**src/include/rcmm_consts.vh**
```
// Constants for the remote control mode manager
`ifndef RCMM_CONSTS_VH
`define RCMM_CONSTS_VH

// ************************************************************
// APB register byte offsets
// ************************************************************
`define RCMM_OFF_CTRL      12'h000
`define RCMM_OFF_STATUS    12'h004
`define RCMM_OFF_PARAM     12'h008
`define RCMM_OFF_OPTS      12'h00C
`define RCMM_OFF_TIMES     12'h010
`define RCMM_OFF_RXDATA    12'h014
`define RCMM_OFF_RESP      12'h018
`define RCMM_OFF_BRKCNT    12'h01C

// ************************************************************
// Control register fields
// ************************************************************
`define RCMM_CTRL_PWRUP_CRC   0
`define RCMM_CTRL_MENU_REM    1
`define RCMM_CTRL_ENTER       2
`define RCMM_CTRL_BIN_XFER    3
`define RCMM_CTRL_OP_BUSY     4
`define RCMM_CTRL_REM_DCE     5
`define RCMM_CTRL_RST         32'h0000_0000

// ************************************************************
// Status register fields
// ************************************************************
`define RCMM_ST_CRC        0
`define RCMM_ST_TERM_REM   1
`define RCMM_ST_HALT_ESC   2
`define RCMM_ST_HALT_BRK   3
`define RCMM_ST_BUSY       4
`define RCMM_ST_RX_VALID   5
`define RCMM_ST_EXIT       6

// ************************************************************
// Parameter register: 0..7 format, 8..9 instr code, 10..11 verify,
// 12 xfer port remote, 13 source ram, 14 fuse data, 15 fuse prog,
// 16..23 nulls, 24 prog mode set, 25 autoinc, 26 up eof, 27 dn eof,
// 28..31 set size
// ************************************************************
// Options register: 0 continuity, 1 signature, 2 byte swap, 3 ram fill,
// 4 illegal bit, 5 pin translate, 6 logic verify all, 7 commercial reject,
// 8 blank check, 9 yield tally, 10 bulk erase, 11 host command set
// Times register: 0..7 I/O timeout seconds, 8..15 upload wait seconds
// ************************************************************
`define RCMM_PARAM_CRC     32'h10FF_3851
`define RCMM_OPTS_CRC      32'h0000_00E3
`define RCMM_TIMES_CRC     32'h0000_001E
`define RCMM_PARAM_RST     32'h0000_0000
`define RCMM_OPTS_RST      32'h0000_0000
`define RCMM_TIMES_RST     32'h0000_0000

// ************************************************************
// Characters and timing
// ************************************************************
`define RCMM_CHR_ESC       8'h1B
`define RCMM_CHR_EXIT      8'h5A
`define RCMM_CHR_CR        8'h0D
`define RCMM_BRK_MIN_MS    110
`define RCMM_BRK_MAX_MS    700
`define RCMM_CLK_KHZ       200000
`endif

```
**src/hdl/rcmm_top.v**
```verilog
// Remote control mode manager: mode select, defaults, halt detection
`timescale 1ns/1ps
`include "rcmm_consts.vh"
module rcmm_top #(
   parameter BRK_MIN_CYC = (`RCMM_BRK_MIN_MS * `RCMM_CLK_KHZ),
   parameter BRK_MAX_CYC = (`RCMM_BRK_MAX_MS * `RCMM_CLK_KHZ),
   parameter FIFO_DEPTH  = 4
) (
   input  wire        clk_sys_i,
   input  wire        rst_b_i,
   input  wire        psel_i,
   input  wire        penable_i,
   input  wire        pwrite_i,
   input  wire [11:0] paddr_i,
   input  wire [31:0] pwdata_i,
   output reg  [31:0] prdata_o,
   output wire        pready_o,
   output wire        pslverr_o,
   input  wire        term_conn_i,
   input  wire        rem_conn_i,
   input  wire [7:0]  rem_rx_data_i,
   input  wire        rem_rx_valid_i,
   output wire        rem_rx_ready_o,
   input  wire [7:0]  term_rx_data_i,
   input  wire        term_rx_valid_i,
   input  wire        rem_rxd_i,
   output wire        crc_mode_o,
   output wire        term_on_rem_o,
   output wire        rem_dce_o,
   output reg         halt_o,
   output wire        resp_req_o
);
   // ************************************************************
   // States
   // ************************************************************
   localparam ST_INIT = 2'h0;
   localparam ST_TERM = 2'h1;
   localparam ST_CRC  = 2'h2;

   reg  [1:0]  state_r;
   reg  [1:0]  state_nxt;
   reg  [31:0] ctrl_r;
   reg  [31:0] param_r;
   reg  [31:0] opts_r;
   reg  [31:0] times_r;
   reg  [31:0] sv_param_r;
   reg  [31:0] sv_opts_r;
   reg  [31:0] sv_times_r;
   reg         term_rem_r;
   reg         halt_esc_r;
   reg         halt_brk_r;
   reg         resp_pend_r;
   reg         exit_seen_r;
   reg         last_z_r;
   reg  [31:0] brk_cnt_r;
   reg  [31:0] brk_last_r;
   reg         init_done_r;

   wire        apb_acc;
   wire        apb_wr;
   wire        apb_rd;
   wire        in_crc;
   wire        esc_hit;
   wire        brk_hit;
   wire        fifo_in_rdy;
   wire [7:0]  fifo_dat;
   wire        fifo_vld;
   wire        fifo_pop;
   wire        rx_take;
   wire        enter_req;
   wire        do_exit;

   assign in_crc = (state_r == ST_CRC);

   // ************************************************************
   // APB slave: zero wait states
   // ************************************************************
   assign pready_o  = 1'b1;
   assign apb_acc   = psel_i & penable_i;
   assign apb_wr    = apb_acc & pwrite_i;
   assign apb_rd    = apb_acc & ~pwrite_i;
   assign pslverr_o = apb_acc & (paddr_i > `RCMM_OFF_BRKCNT);

   // ************************************************************
   // Remote character intake; only remote port feeds command mode
   // ************************************************************
   // ESC bypasses the FIFO so that a halt is never queued behind text
   assign rx_take = rem_rx_valid_i & in_crc;
   assign esc_hit = rx_take & (rem_rx_data_i == `RCMM_CHR_ESC)
                    & ~ctrl_r[`RCMM_CTRL_BIN_XFER];
   assign rem_rx_ready_o = ~in_crc | fifo_in_rdy | (rem_rx_data_i == `RCMM_CHR_ESC);

   // ************************************************************
   // BREAK timing on raw receive line (low = spacing)
   // ************************************************************
   always @(posedge clk_sys_i or negedge rst_b_i) begin
      if (!rst_b_i) begin
         brk_cnt_r  <= 32'h0000_0000;
         brk_last_r <= 32'h0000_0000;
      end else if (!rem_rxd_i) begin
         if (brk_cnt_r != 32'hFFFF_FFFF)
            brk_cnt_r <= brk_cnt_r + 32'h0000_0001;
      end else begin
         if (brk_cnt_r != 32'h0000_0000)
            brk_last_r <= brk_cnt_r;
         brk_cnt_r <= 32'h0000_0000;
      end
   end
   // Judged at the line's return to marking; longer spacing is a fault
   assign brk_hit = rem_rxd_i & (brk_cnt_r >= BRK_MIN_CYC)
                    & (brk_cnt_r <= BRK_MAX_CYC) & in_crc;

   wire halt_now = esc_hit | brk_hit;

   rcmm_fifo #(
      .WIDTH (8),
      .DEPTH (FIFO_DEPTH),
      .AW    (2)
   ) u_fifo (
      .clk_sys_i   (clk_sys_i),
      .rst_b_i     (rst_b_i),
      .flush_i     (halt_now | ~in_crc),
      .in_data_i   (rem_rx_data_i),
      .in_valid_i  (rx_take & (rem_rx_data_i != `RCMM_CHR_ESC)),
      .in_ready_o  (fifo_in_rdy),
      .out_data_o  (fifo_dat),
      .out_valid_o (fifo_vld),
      .out_ready_i (fifo_pop)
   );

   // Software drains characters by reading the data register
   assign fifo_pop = apb_rd & (paddr_i == `RCMM_OFF_RXDATA);
   assign do_exit  = fifo_pop & fifo_vld & (fifo_dat == `RCMM_CHR_CR) & last_z_r;

   // ************************************************************
   // Mode state machine
   // ************************************************************
   assign enter_req = apb_wr & (paddr_i == `RCMM_OFF_CTRL) & pwdata_i[`RCMM_CTRL_ENTER];

   always @* begin
      state_nxt = state_r;
      case (state_r)
         ST_INIT: begin
            if (init_done_r) begin
               if (rem_conn_i & (ctrl_r[`RCMM_CTRL_PWRUP_CRC] |
                   (~ctrl_r[`RCMM_CTRL_MENU_REM] & ~term_conn_i)))
                  state_nxt = ST_CRC;
               else
                  state_nxt = ST_TERM;
            end
         end
         ST_TERM: begin
            if (enter_req & rem_conn_i)
               state_nxt = ST_CRC;
         end
         ST_CRC: begin
            if (do_exit)
               state_nxt = ST_TERM;
         end
         default: state_nxt = ST_INIT;
      endcase
   end

   always @(posedge clk_sys_i or negedge rst_b_i) begin
      if (!rst_b_i) begin
         state_r     <= ST_INIT;
         init_done_r <= 1'b0;
         term_rem_r  <= 1'b0;
      end else begin
         state_r     <= state_nxt;
         init_done_r <= 1'b1;
         term_rem_r  <= ctrl_r[`RCMM_CTRL_MENU_REM] & rem_conn_i;
      end
   end

   // ************************************************************
   // Parameters: save and load defaults on entry, restore on exit
   // ************************************************************
   always @(posedge clk_sys_i or negedge rst_b_i) begin
      if (!rst_b_i) begin
         param_r    <= `RCMM_PARAM_RST;
         opts_r     <= `RCMM_OPTS_RST;
         times_r    <= `RCMM_TIMES_RST;
         sv_param_r <= `RCMM_PARAM_RST;
         sv_opts_r  <= `RCMM_OPTS_RST;
         sv_times_r <= `RCMM_TIMES_RST;
      end else if (state_r != ST_CRC && state_nxt == ST_CRC) begin
         sv_param_r <= param_r;
         sv_opts_r  <= opts_r;
         sv_times_r <= times_r;
         param_r    <= `RCMM_PARAM_CRC;
         opts_r     <= `RCMM_OPTS_CRC;
         times_r    <= `RCMM_TIMES_CRC;
      end else if (do_exit) begin
         param_r <= sv_param_r;
         opts_r  <= sv_opts_r;
         times_r <= sv_times_r;
      end else if (apb_wr) begin
         case (paddr_i)
            `RCMM_OFF_PARAM: param_r <= pwdata_i;
            `RCMM_OFF_OPTS:  opts_r  <= pwdata_i;
            `RCMM_OFF_TIMES: times_r <= pwdata_i;
            default: ;
         endcase
      end
   end

   // ************************************************************
   // Control, halt flags and response tracking
   // ************************************************************
   always @(posedge clk_sys_i or negedge rst_b_i) begin
      if (!rst_b_i) begin
         ctrl_r      <= `RCMM_CTRL_RST;
         halt_esc_r  <= 1'b0;
         halt_brk_r  <= 1'b0;
         halt_o      <= 1'b0;
         resp_pend_r <= 1'b0;
         last_z_r    <= 1'b0;
         exit_seen_r <= 1'b0;
      end else begin
         halt_o <= halt_now;
         if (apb_wr && paddr_i == `RCMM_OFF_CTRL)
            ctrl_r <= pwdata_i & 32'h0000_003B;
         else if (halt_now)
            ctrl_r[`RCMM_CTRL_OP_BUSY] <= 1'b0;
         if (brk_hit)
            ctrl_r[`RCMM_CTRL_BIN_XFER] <= 1'b0;
         // Set wins over a software clear in the same cycle
         if (esc_hit)
            halt_esc_r <= 1'b1;
         else if (apb_wr && paddr_i == `RCMM_OFF_STATUS && pwdata_i[`RCMM_ST_HALT_ESC])
            halt_esc_r <= 1'b0;
         if (brk_hit)
            halt_brk_r <= 1'b1;
         else if (apb_wr && paddr_i == `RCMM_OFF_STATUS && pwdata_i[`RCMM_ST_HALT_BRK])
            halt_brk_r <= 1'b0;
         if (halt_now)
            last_z_r <= 1'b0;
         else if (fifo_pop & fifo_vld)
            last_z_r <= (fifo_dat == `RCMM_CHR_EXIT);
         // A line end other than the exit command owes exactly one response, written to RESP
         if (fifo_pop & fifo_vld & (fifo_dat == `RCMM_CHR_CR) & ~do_exit)
            resp_pend_r <= 1'b1;
         else if ((apb_wr && paddr_i == `RCMM_OFF_RESP) || halt_now || !in_crc)
            resp_pend_r <= 1'b0;
         if (do_exit)
            exit_seen_r <= 1'b1;
         else if (enter_req)
            exit_seen_r <= 1'b0;
      end
   end

   assign crc_mode_o    = in_crc;
   assign term_on_rem_o = (state_r == ST_TERM) & term_rem_r;
   assign rem_dce_o     = ctrl_r[`RCMM_CTRL_REM_DCE];
   assign resp_req_o    = resp_pend_r;

   // ************************************************************
   // Read mux
   // ************************************************************
   always @* begin
      prdata_o = 32'h0000_0000;
      if (apb_rd) begin
         case (paddr_i)
            `RCMM_OFF_CTRL:   prdata_o = ctrl_r;
            `RCMM_OFF_STATUS: prdata_o = {25'h0000000, exit_seen_r, fifo_vld,
                                          ctrl_r[`RCMM_CTRL_OP_BUSY], halt_brk_r,
                                          halt_esc_r, term_on_rem_o, in_crc};
            `RCMM_OFF_PARAM:  prdata_o = param_r;
            `RCMM_OFF_OPTS:   prdata_o = opts_r;
            `RCMM_OFF_TIMES:  prdata_o = times_r;
            `RCMM_OFF_RXDATA: prdata_o = {23'h000000, fifo_vld, fifo_dat};
            `RCMM_OFF_RESP:   prdata_o = {31'h00000000, resp_pend_r};
            `RCMM_OFF_BRKCNT: prdata_o = brk_last_r;
            default:          prdata_o = 32'h0000_0000;
         endcase
      end
   end
endmodule // rcmm_top

```
**src/hdl/rcmm_fifo.v**
```verilog
// Small flip-flop FIFO for received command characters
`timescale 1ns/1ps
module rcmm_fifo #(
   parameter WIDTH = 8,
   parameter DEPTH = 4,
   parameter AW    = 2
) (
   input  wire             clk_sys_i,
   input  wire             rst_b_i,
   input  wire             flush_i,
   input  wire [WIDTH-1:0] in_data_i,
   input  wire             in_valid_i,
   output wire             in_ready_o,
   output wire [WIDTH-1:0] out_data_o,
   output wire             out_valid_o,
   input  wire             out_ready_i
);
   reg [WIDTH-1:0] mem_r [0:DEPTH-1];
   reg [AW-1:0]    wp_r;
   reg [AW-1:0]    rp_r;
   reg [AW:0]      cnt_r;
   wire            push;
   wire            pop;
   integer         i;

   assign in_ready_o  = (cnt_r != DEPTH[AW:0]);
   assign out_valid_o = (cnt_r != {(AW+1){1'b0}});
   assign out_data_o  = mem_r[rp_r];
   assign push        = in_valid_i & in_ready_o & ~flush_i;
   assign pop         = out_valid_o & out_ready_i & ~flush_i;

   always @(posedge clk_sys_i or negedge rst_b_i) begin
      if (!rst_b_i) begin
         wp_r  <= {AW{1'b0}};
         rp_r  <= {AW{1'b0}};
         cnt_r <= {(AW+1){1'b0}};
         for (i = 0; i < DEPTH; i = i + 1)
            mem_r[i] <= {WIDTH{1'b0}};
      end else if (flush_i) begin
         wp_r  <= {AW{1'b0}};
         rp_r  <= {AW{1'b0}};
         cnt_r <= {(AW+1){1'b0}};
      end else begin
         if (push) begin
            mem_r[wp_r] <= in_data_i;
            wp_r        <= wp_r + 1'b1;
         end
         if (pop)
            rp_r <= rp_r + 1'b1;
         if (push & ~pop)
            cnt_r <= cnt_r + 1'b1;
         else if (pop & ~push)
            cnt_r <= cnt_r - 1'b1;
      end
   end
endmodule // rcmm_fifo

```
**config.mk**
```make
export PLATFORM = sky130hd
export DESIGN_NAME = rcmm_top
export DESIGN_NICKNAME = d
export VERILOG_FILES = /design/src/hdl/rcmm_top.v /design/src/hdl/rcmm_fifo.v
export VERILOG_INCLUDE_DIRS = /design/src /design/src/include
export SDC_FILE = /design/constraint.sdc
export NUM_CORES = 1
export LEC_CHECK = 0
export ABC_AREA = 1
export BUFFER_PORTS_ARGS = -buffer_cell sky130_fd_sc_hd__buf_2
export CAP_MARGIN = 30
export CORE_UTILIZATION = 45
export DETAILED_ROUTE_END_ITERATION = 6
export PLACE_DENSITY = 0.69
export SLEW_MARGIN = 25
export SYNTH_ARGS = -nofsm -noshare
export SYNTH_HDL_FRONTEND = slang
export SYNTH_SLANG_ARGS = --single-unit
export TNS_END_PERCENT = 5
```
**constraint.sdc**
```tcl
create_clock -name clk_sys_i -period 8.4 [get_ports clk_sys_i]
set_clock_uncertainty 0.05 [all_clocks]
set_input_delay 1.26 -clock clk_sys_i [delete_from_list [all_inputs] [get_ports clk_sys_i]]
set_output_delay 1.26 -clock clk_sys_i [all_outputs]
set_load 0.02 [all_outputs]
```
==> summary.md, run 1 <==
| Metric | Value |
|---|---|
| Fill cell count | 3,435 |
| Result of the run | complete, but fails checks |
| Final clock period utilization by the worst path | 0.591 |
| Number of diodes | 0 |
| Fin Setup TNS | 0 ps |
| Number of iterations in the first detailed-routing pass | 7 |
| Predominant post-synthesis flop cell | dfrtp_1 |
| Routed wire length per instance | 19.1 µm |
| Total Die Area | 37,200 µm² |
| Number of warnings printed during yosys synthesis | 0 |
| Final period demand of the worst path | 4970 ps |
| Remaining antenna violation count after routing | 0 |
| Vertical extent of the die | 193 µm |
| Final setup violation count | 0 |
| Count of mapped cells out of synthesis | 2,153 |
| Worst Setup Start Kind | primary input |
| Number of buffers added to fix hold violations after cts | 0 |
| Mean post-synth cell area | 7.61 µm² |
| Detailed Route Iter0 Violations | 1,956 |
| Fmax | 201 MHz |
| Failing checks | design-rule violations |
| Worst Reg-to-Reg Cells | 13 |
| Synth-to-layout area growth | 11.3% |
| Number of port buffers | 99 |
| Ys async rst share | 1.00 |
| Non-Filler Instances | 2,668 |
| Peak ir drop on the vdd network | 0.135 mV |
| Clock transition at the registers of the reported paths | 60 ps |
| Worst-path maximum fanout | 9 |
| Total of max-cap violations | 0 |
| Register bit count reported by yosys | 310 |
| Min-delay src | sv_opts_r[27] |
| Crit path DAT | 3660 ps |
| Vias in the first global route | 14,800 |
| Clock tree root driver cell | clkbuf_16 |
| Largest net degree at the start of global routing | 178 |
| Total leakage power | 8.91 nW |
| Wire length of the first global-routing pass | 81,100 µm |
| Detail Placement HPWL | 31,800 µm |
| P per Cell Area | 274 nW/µm² |
| Worst slew slack as a fraction of its limit | 0.319 |
| Hold WC Path Type | flip-flop to flip-flop |
| Setup repair after global routing missed its margin | false |
| Transition time at the pin with the least slew margin | 1020 ps |
| Clk buf depth | 3 |
| Setup crit end kind | output pin |
| Post-cts resize count | 0 |
| Setup bufs post-CTS | 0 |
| Antenna violations before repair | 1 |
| Std-Cell Rows | 69 |
| # H-tree levels | 2 |
| Worst flop-to-flop path startpoint | u_fifo.rp_r[0] |
| Final nets | 2,264 |
| Flop-to-flop setup slack | 4660 ps |
| Number of buffers inserted during clock tree synthesis | 35 |
| Slew Viols, Final | 0 |
| Unique cell type count in the Yosys netlist | 46 |
| Final hold violations | 0 |
| Number of enable-type register cells in the synthesized netlist | 0 |
| Classification of the worst setup path | primary input to output pin |
| Floorplan Core Area | 35,700 µm² |
| Overall overflow remaining after global route | 0 |
| Fraction of layout cells with a size suffix above 1 | 0.0974 |
| Sink of the worst hold path | sv_opts_r[27] |
| Worst path required time | 7090 ps |
| CTS tree | yes |
| Part of the Yosys area used for sequential elements | 0.473 |
| Total number of vias | 15,500 |
| End of the worst register-to-register path | opts_r[26] |
| Combined area of all synthesized cells | 16,400 µm² |
| RD Place Congestion | 0.928 |
| Routed wire length | 50,900 µm |
| Clock Latency Late Sink | 530 ps |
| DIE WIDTH | 193 µm |
| Depth of the worst hold-timing path | 2 |
| DRC violations left | 6 |
| Placed cells | 2,605 |
| Effective utilization at floorplan | 0.459 |
| Average via count per standard cell | 5.80 |
| Number of top-level design ports | 110 |
| GRT Overall Usage | 0.277 |
| Clock net sink count | 310 |
==> power by group <==
group	total, mW	switching, mW	internal (mW)	leakage, nW
clock	1.46	0.620	0.840	0.539
combinational	1.22	0.805	0.414	4.44
sequential	2.32	0.318	2.00	3.93
==> worst max path at each step <==
stage	start	endpoint	slack, ps	cells after the start
5_1_grt	paddr_i[9]	prdata_o[16]	3370	9
4_1_cts	paddr_i[8]	prdata_o[28]	3470	9
2_1_floorplan	paddr_i[9]	prdata_o[3]	4370	10
6_report	paddr_i[8]	prdata_o[28]	3430	9
3_3_place_gp	paddr_i[9]	prdata_o[7]	3490	9
3_5_place_dp	paddr_i[8]	prdata_o[28]	3470	9
==> registers in the layout (all words and copies together) (netlist names), 2 cells and up <==
name	cells
sv_param_r	32
ctrl_r	5
u_fifo.cnt_r	3
u_fifo.wp_r	2
opts_r	32
brk_last_r	32
u_fifo.rp_r	2
param_r	32
times_r	32
u_fifo.mem_r	32
state_r	2
brk_cnt_r	32
sv_opts_r	32
sv_times_r	32
==> synthesized netlist by cell type, drive strengths merged, types with 8 or more instances <==
cell / count / area, µm²
nand2: 671 / 2520
dfrtp: 310 / 7760
nand3: 281 / 1440
inv: 188 / 706
o21ai: 134 / 674
nand4: 111 / 707
nor2: 107 / 452
buf: 70 / 422
a21oi: 69 / 357
clkbuf: 60 / 225
o21bai: 32 / 240
o22ai: 26 / 163
nor3: 25 / 148
nor4: 11 / 75.1
a221oi: 10 / 87.6
o31ai: 8 / 60.1
xor2: 8 / 70.1
==> routing by layer <==
metal,wire (µm),global-route usage,share of wire,vias to the layer above
li1,-,-,-,7203
met1,21600,0.381,0.42,7423
met2,23600,0.439,0.46,735
met3,4110,0.0447,0.081,108
met4,1580,0.104,0.031,2
met5,13,0,0.00026,-
==> placed cells by master (no fill, tap or decap), types with 5 or more instances in the layout <==
master	instances
clkbuf_8	8
buf_2	98
nor2_2	5
inv_1	177
nor3_1	23
a21oi_1	68
nand3_2	6
clkbuf_1	6
o21bai_1	32
nand3b_1	6
ha_1	7
dfrtp_1	309
inv_2	11
buf_4	18
o21ai_0	109
nand4_1	109
o31ai_1	8
a31oi_1	5
clkbuf_16	35
xor2_1	8
nand3_1	275
nor2_1	97
buf_16	5
nor2_4	5
o21ai_1	24
nor4_1	10
clkinv_2	6
nand2_1	670
o22ai_1	26
a221oi_1	10
==> logic make-up after synthesis <==
group	share of synthesized area
AO/OA/AOI/OAI	0.104
buffers and inverters	0.0830
other	0.000229
XOR/XNOR	0.00427
AND/OR/NAND/NOR	0.329
adder cells (fa/ha/maj)	0.00656
flip-flops	0.473
==> area by class of cell <==
cell class                      instances  area, µm²  area share
Clock buffer                           49       1010      0.0553
Clock inverter                          9       73.8     0.00405
Inverter                              190        713      0.0391
Multi-Input combinational cell       1524       7290       0.399
Sequential cell                       310       7760       0.425
Tap cell                              461        577      0.0316
Timing Repair Buffer                  125        830      0.0455
==> critical path, cell delays in order <==
cell      delay, ps
buf_2            70
nor2_1           40
nand2_1         250
nor2_4          110
nand3_1         470
clkinv_1        660
a221oi_1        520
nor2_1           80
buf_2           190
==> stage by stage <==
stage | util | worst slack, ps | area [µm²] | hold WS [ps] | power (mW)
finish | 0.511 | 3430 | 18200 | 427 | 5.00
global route | 0.511 | 3370 | 18200 | 446 | 5.30
CTS | 0.507 | 3470 | 18100 | 430 | 4.98
detailed placement | 0.476 | 3470 | 17000 | 415 | 3.50
global placement | 0.476 | 3490 | 17000 | 412 | 3.43
floorplan | - | 4370 | 16400 | 399 | 3.14
Note: power is estimated with default switching activity, not from simulation.
==> run 2, diff against run 1 <==
clock period = 5 ns   (was 8.4 ns; I/O delays follow)
==> run 2 against run 1 <==
Effect of this change:
- the run still ends with design-rule violations left
- wire length is 0.73% higher
- global-route usage is 0.14 points higher
- count of clock-buffer cells in the layout is 6 lower
- die area stayed put
- largest cell class unchanged
- largest power group unchanged
==> summary.md, run 2 (synthesis results as in run 1) <==
| Metric | Value |
|---|---|
| Most used routing layer in global routing | met2 |
| Failing checks | design-rule violations |
| Met1 Use GR | 0.385 (+0.00363) |
| Fill cell count | 3,502 (+2.0%) |
| Hold WC Path Type | primary input to asynchronous set/reset pin |
| Worst slew slack as a fraction of its limit | 0.290 (-0.0287) |
| Leading cell type in the layout, fill and taps excluded | nand2_1 |
| Final nets | 2,268 (+0.18%) |
| Post-cts resize count | 0 (unchanged) |
| DRC violations left | 10 (+4) |
| Area of placed instances | 17,100 µm² (+0.55%) |
| DIE WIDTH | 193 µm (unchanged) |
| Routed wire length per instance | 19.2 µm (+0.54%) |
| Clock Latency Late Sink | 540 ps (about the same) |
| List of cells traversed by the critical path | inv_2 -> nand2_1 -> nand3_1 -> nand2_1 -> nand2_1 -> inv_2 -> nand2_1 -> inv_1 -> nand4_2 -> buf_4 -> nand3_2 -> buf_16 -> nand3_1 -> nand2_1 |
| Largest stage delay, worst path | 810 ps (+150 ps) |
| Detail Placement HPWL | 32,800 µm (+3.3%) |
| Number of buffers added to fix hold violations after cts | 0 (unchanged) |
| Worst flop-to-flop path startpoint | u_fifo.rp_r[0] |
| Floorplan Core Area | 35,700 µm² (unchanged) |
| Total number of vias | 15,400 (-0.25%) |
| Setup repair after global routing missed its margin | false |
| Overall overflow remaining after global route | 0 (unchanged) |
| Setup bufs post-CTS | 0 (unchanged) |
| Wire length of the first global-routing pass | 81,100 µm (about the same) |
| Worst Setup Start Kind | flip-flop |
| Remaining antenna violation count after routing | 0 (unchanged) |
| Slew Viols, Final | 0 (unchanged) |
| Detailed Route Iter0 Violations | 1,628 (-17%) |
| Clock net sink count | 310 (unchanged) |
| RD Place Congestion | 0.927 (-0.13%) |
| Effective utilization at floorplan | 0.459 (unchanged) |
| Routed wire length | 51,200 µm (+0.73%) |
| Fraction of layout cells with a size suffix above 1 | 0.101 (+0.00340) |
| GRT Overall Usage | 0.279 (+0.00138) |
| Vias in the first global route | 14,800 (-0.46%) |
| Vertical extent of the die | 193 µm (unchanged) |
| Number of top-level design ports | 110 (unchanged) |
| Clock transition at the registers of the reported paths | 60 ps (about the same) |
| Highest-count cells in the layout ignoring fill and taps | nand2_1 (670), dfrtp_1 (309), nand3_1 (275), inv_1 (177) |
| Final period demand of the worst path | 3920 ps |
| Worst-path maximum fanout | 23 (+14) |
| Antenna violations before repair | 0 (-1) |
| End of the worst register-to-register path | times_r[6] |
| Total Die Area | 37,200 µm² (unchanged) |
| Crit path DAT | 4330 ps (+670 ps) |
| Global-route track usage on met3 | 0.0496 (+0.00491) |
| GR met2 Demand/Resource | 0.440 (+0.000551) |
| Flop-to-flop setup slack | 1080 ps (-3580 ps) |
| # H-tree levels | 2 (unchanged) |
| Final clock period utilization by the worst path | 0.784 |
| Number of buffers inserted during clock tree synthesis | 35 (unchanged) |
| Number of iterations in the first detailed-routing pass | 7 (unchanged) |
| Setup crit end kind | flip-flop |
| Worst path required time | 5410 ps (-1680 ps) |
| Result of the run | complete, but fails checks |
| Number of port buffers | 99 (unchanged) |
| Total of max-cap violations | 0 (unchanged) |
| Clk buf depth | 3 (unchanged) |
| Average via count per standard cell | 5.77 (-0.43%) |
| Largest net degree at the start of global routing | 249 (+40%) |
| CTS tree | yes |
| Classification of the worst setup path | flip-flop to flip-flop |
| Total leakage power | 8.96 nW (+0.52%) |
| Clock tree root driver cell | clkbuf_16 |
| Final Cell Area | 18,300 µm² (+0.42%) |
| Most Frequent Cell on Critical Path | nand2_1 |
| Synth-to-layout area growth | 11.8% |
| Peak ir drop on the vdd network | 0.214 mV (+59%) |
| Final hold violations | 0 (unchanged) |
| P per Cell Area | 469 nW/µm² (+71%) |
| Fmax | 255 MHz |
| Worst Reg-to-Reg Cells | 14 (+1) |
| Std-Cell Rows | 69 (unchanged) |
| Fin Setup TNS | 0 ps (unchanged) |
| Transition time at the pin with the least slew margin | 1070 ps (+45.5 ps) |
| Slowest stage cell on the critical path | dfrtp_1 |
| Final setup violation count | 0 (unchanged) |
| Number of diodes | 0 (unchanged) |
-- run 2: changes by cell type in the layout (fill, tap and decap cells not counted), moves of 2 or more --
cell       delta
clkbuf_1      -3
bufinv_16     +5
buf_4         +6
clkinv_8      -2
inv_6         +3
clkbuf_8      -3
buf_12        +3
buf_16        -4
-- run 2: cell type report --
class	count	area, µm²	share of cell area
well taps	461	577	0.0315
repair buffers	129	813	0.0444
clock inverters	16	219	0.0119
flip-flops and latches	310	7760	0.423
clock buffers	43	956	0.0522
inverters	190	713	0.0389
multi-input cells	1524	7290	0.398
-- run 2: where the power goes --
group	switching, mW	internal, mW
clock network	1.06	1.62
logic	1.33	0.684
registers	0.548	3.36
-- run 2: metal layers --
| metal | share of wire | vias up |
|---|---|---|
| met5 | 0 | - |
| met4 | 0.027 | 0 |
| met3 | 0.070 | 97 |
| met2 | 0.47 | 584 |
| met1 | 0.43 | 7541 |
| li1 | - | 7211 |
-- run 2: worst max path at each step --
stage	from	slack [ps]	to
floorplan	rem_rxd_i	1960	u_fifo.cnt_r[2]
global placement	u_fifo.rp_r[0]	1140	times_r[30]
detailed placement	u_fifo.rp_r[0]	1040	times_r[11]
CTS	u_fifo.rp_r[0]	1000	times_r[6]
global route	u_fifo.rp_r[0]	870	times_r[14]
finish	u_fifo.rp_r[0]	1080	times_r[6]
-- run 2: critical path: cells and delay by family, from the launching register on --
family	cells	cell delay (ps)
and+or+nand+nor	9	1830
DFF	1	810
buffers and inverters	5	1150
-- run 2: through the flow --
stage               hold slack [ps]  setup WS [ps]  power, mW  std cells  utilization
global route                    243            865       9.10       2673        0.513
global placement                412           1140       5.77       2613        0.479
floorplan                       399           1960       5.27       2154            -
CTS                             221           1000       8.59       2672        0.512
detailed placement              415           1040       5.89       2613        0.479
finish                          174           1080       8.60       2673        0.513
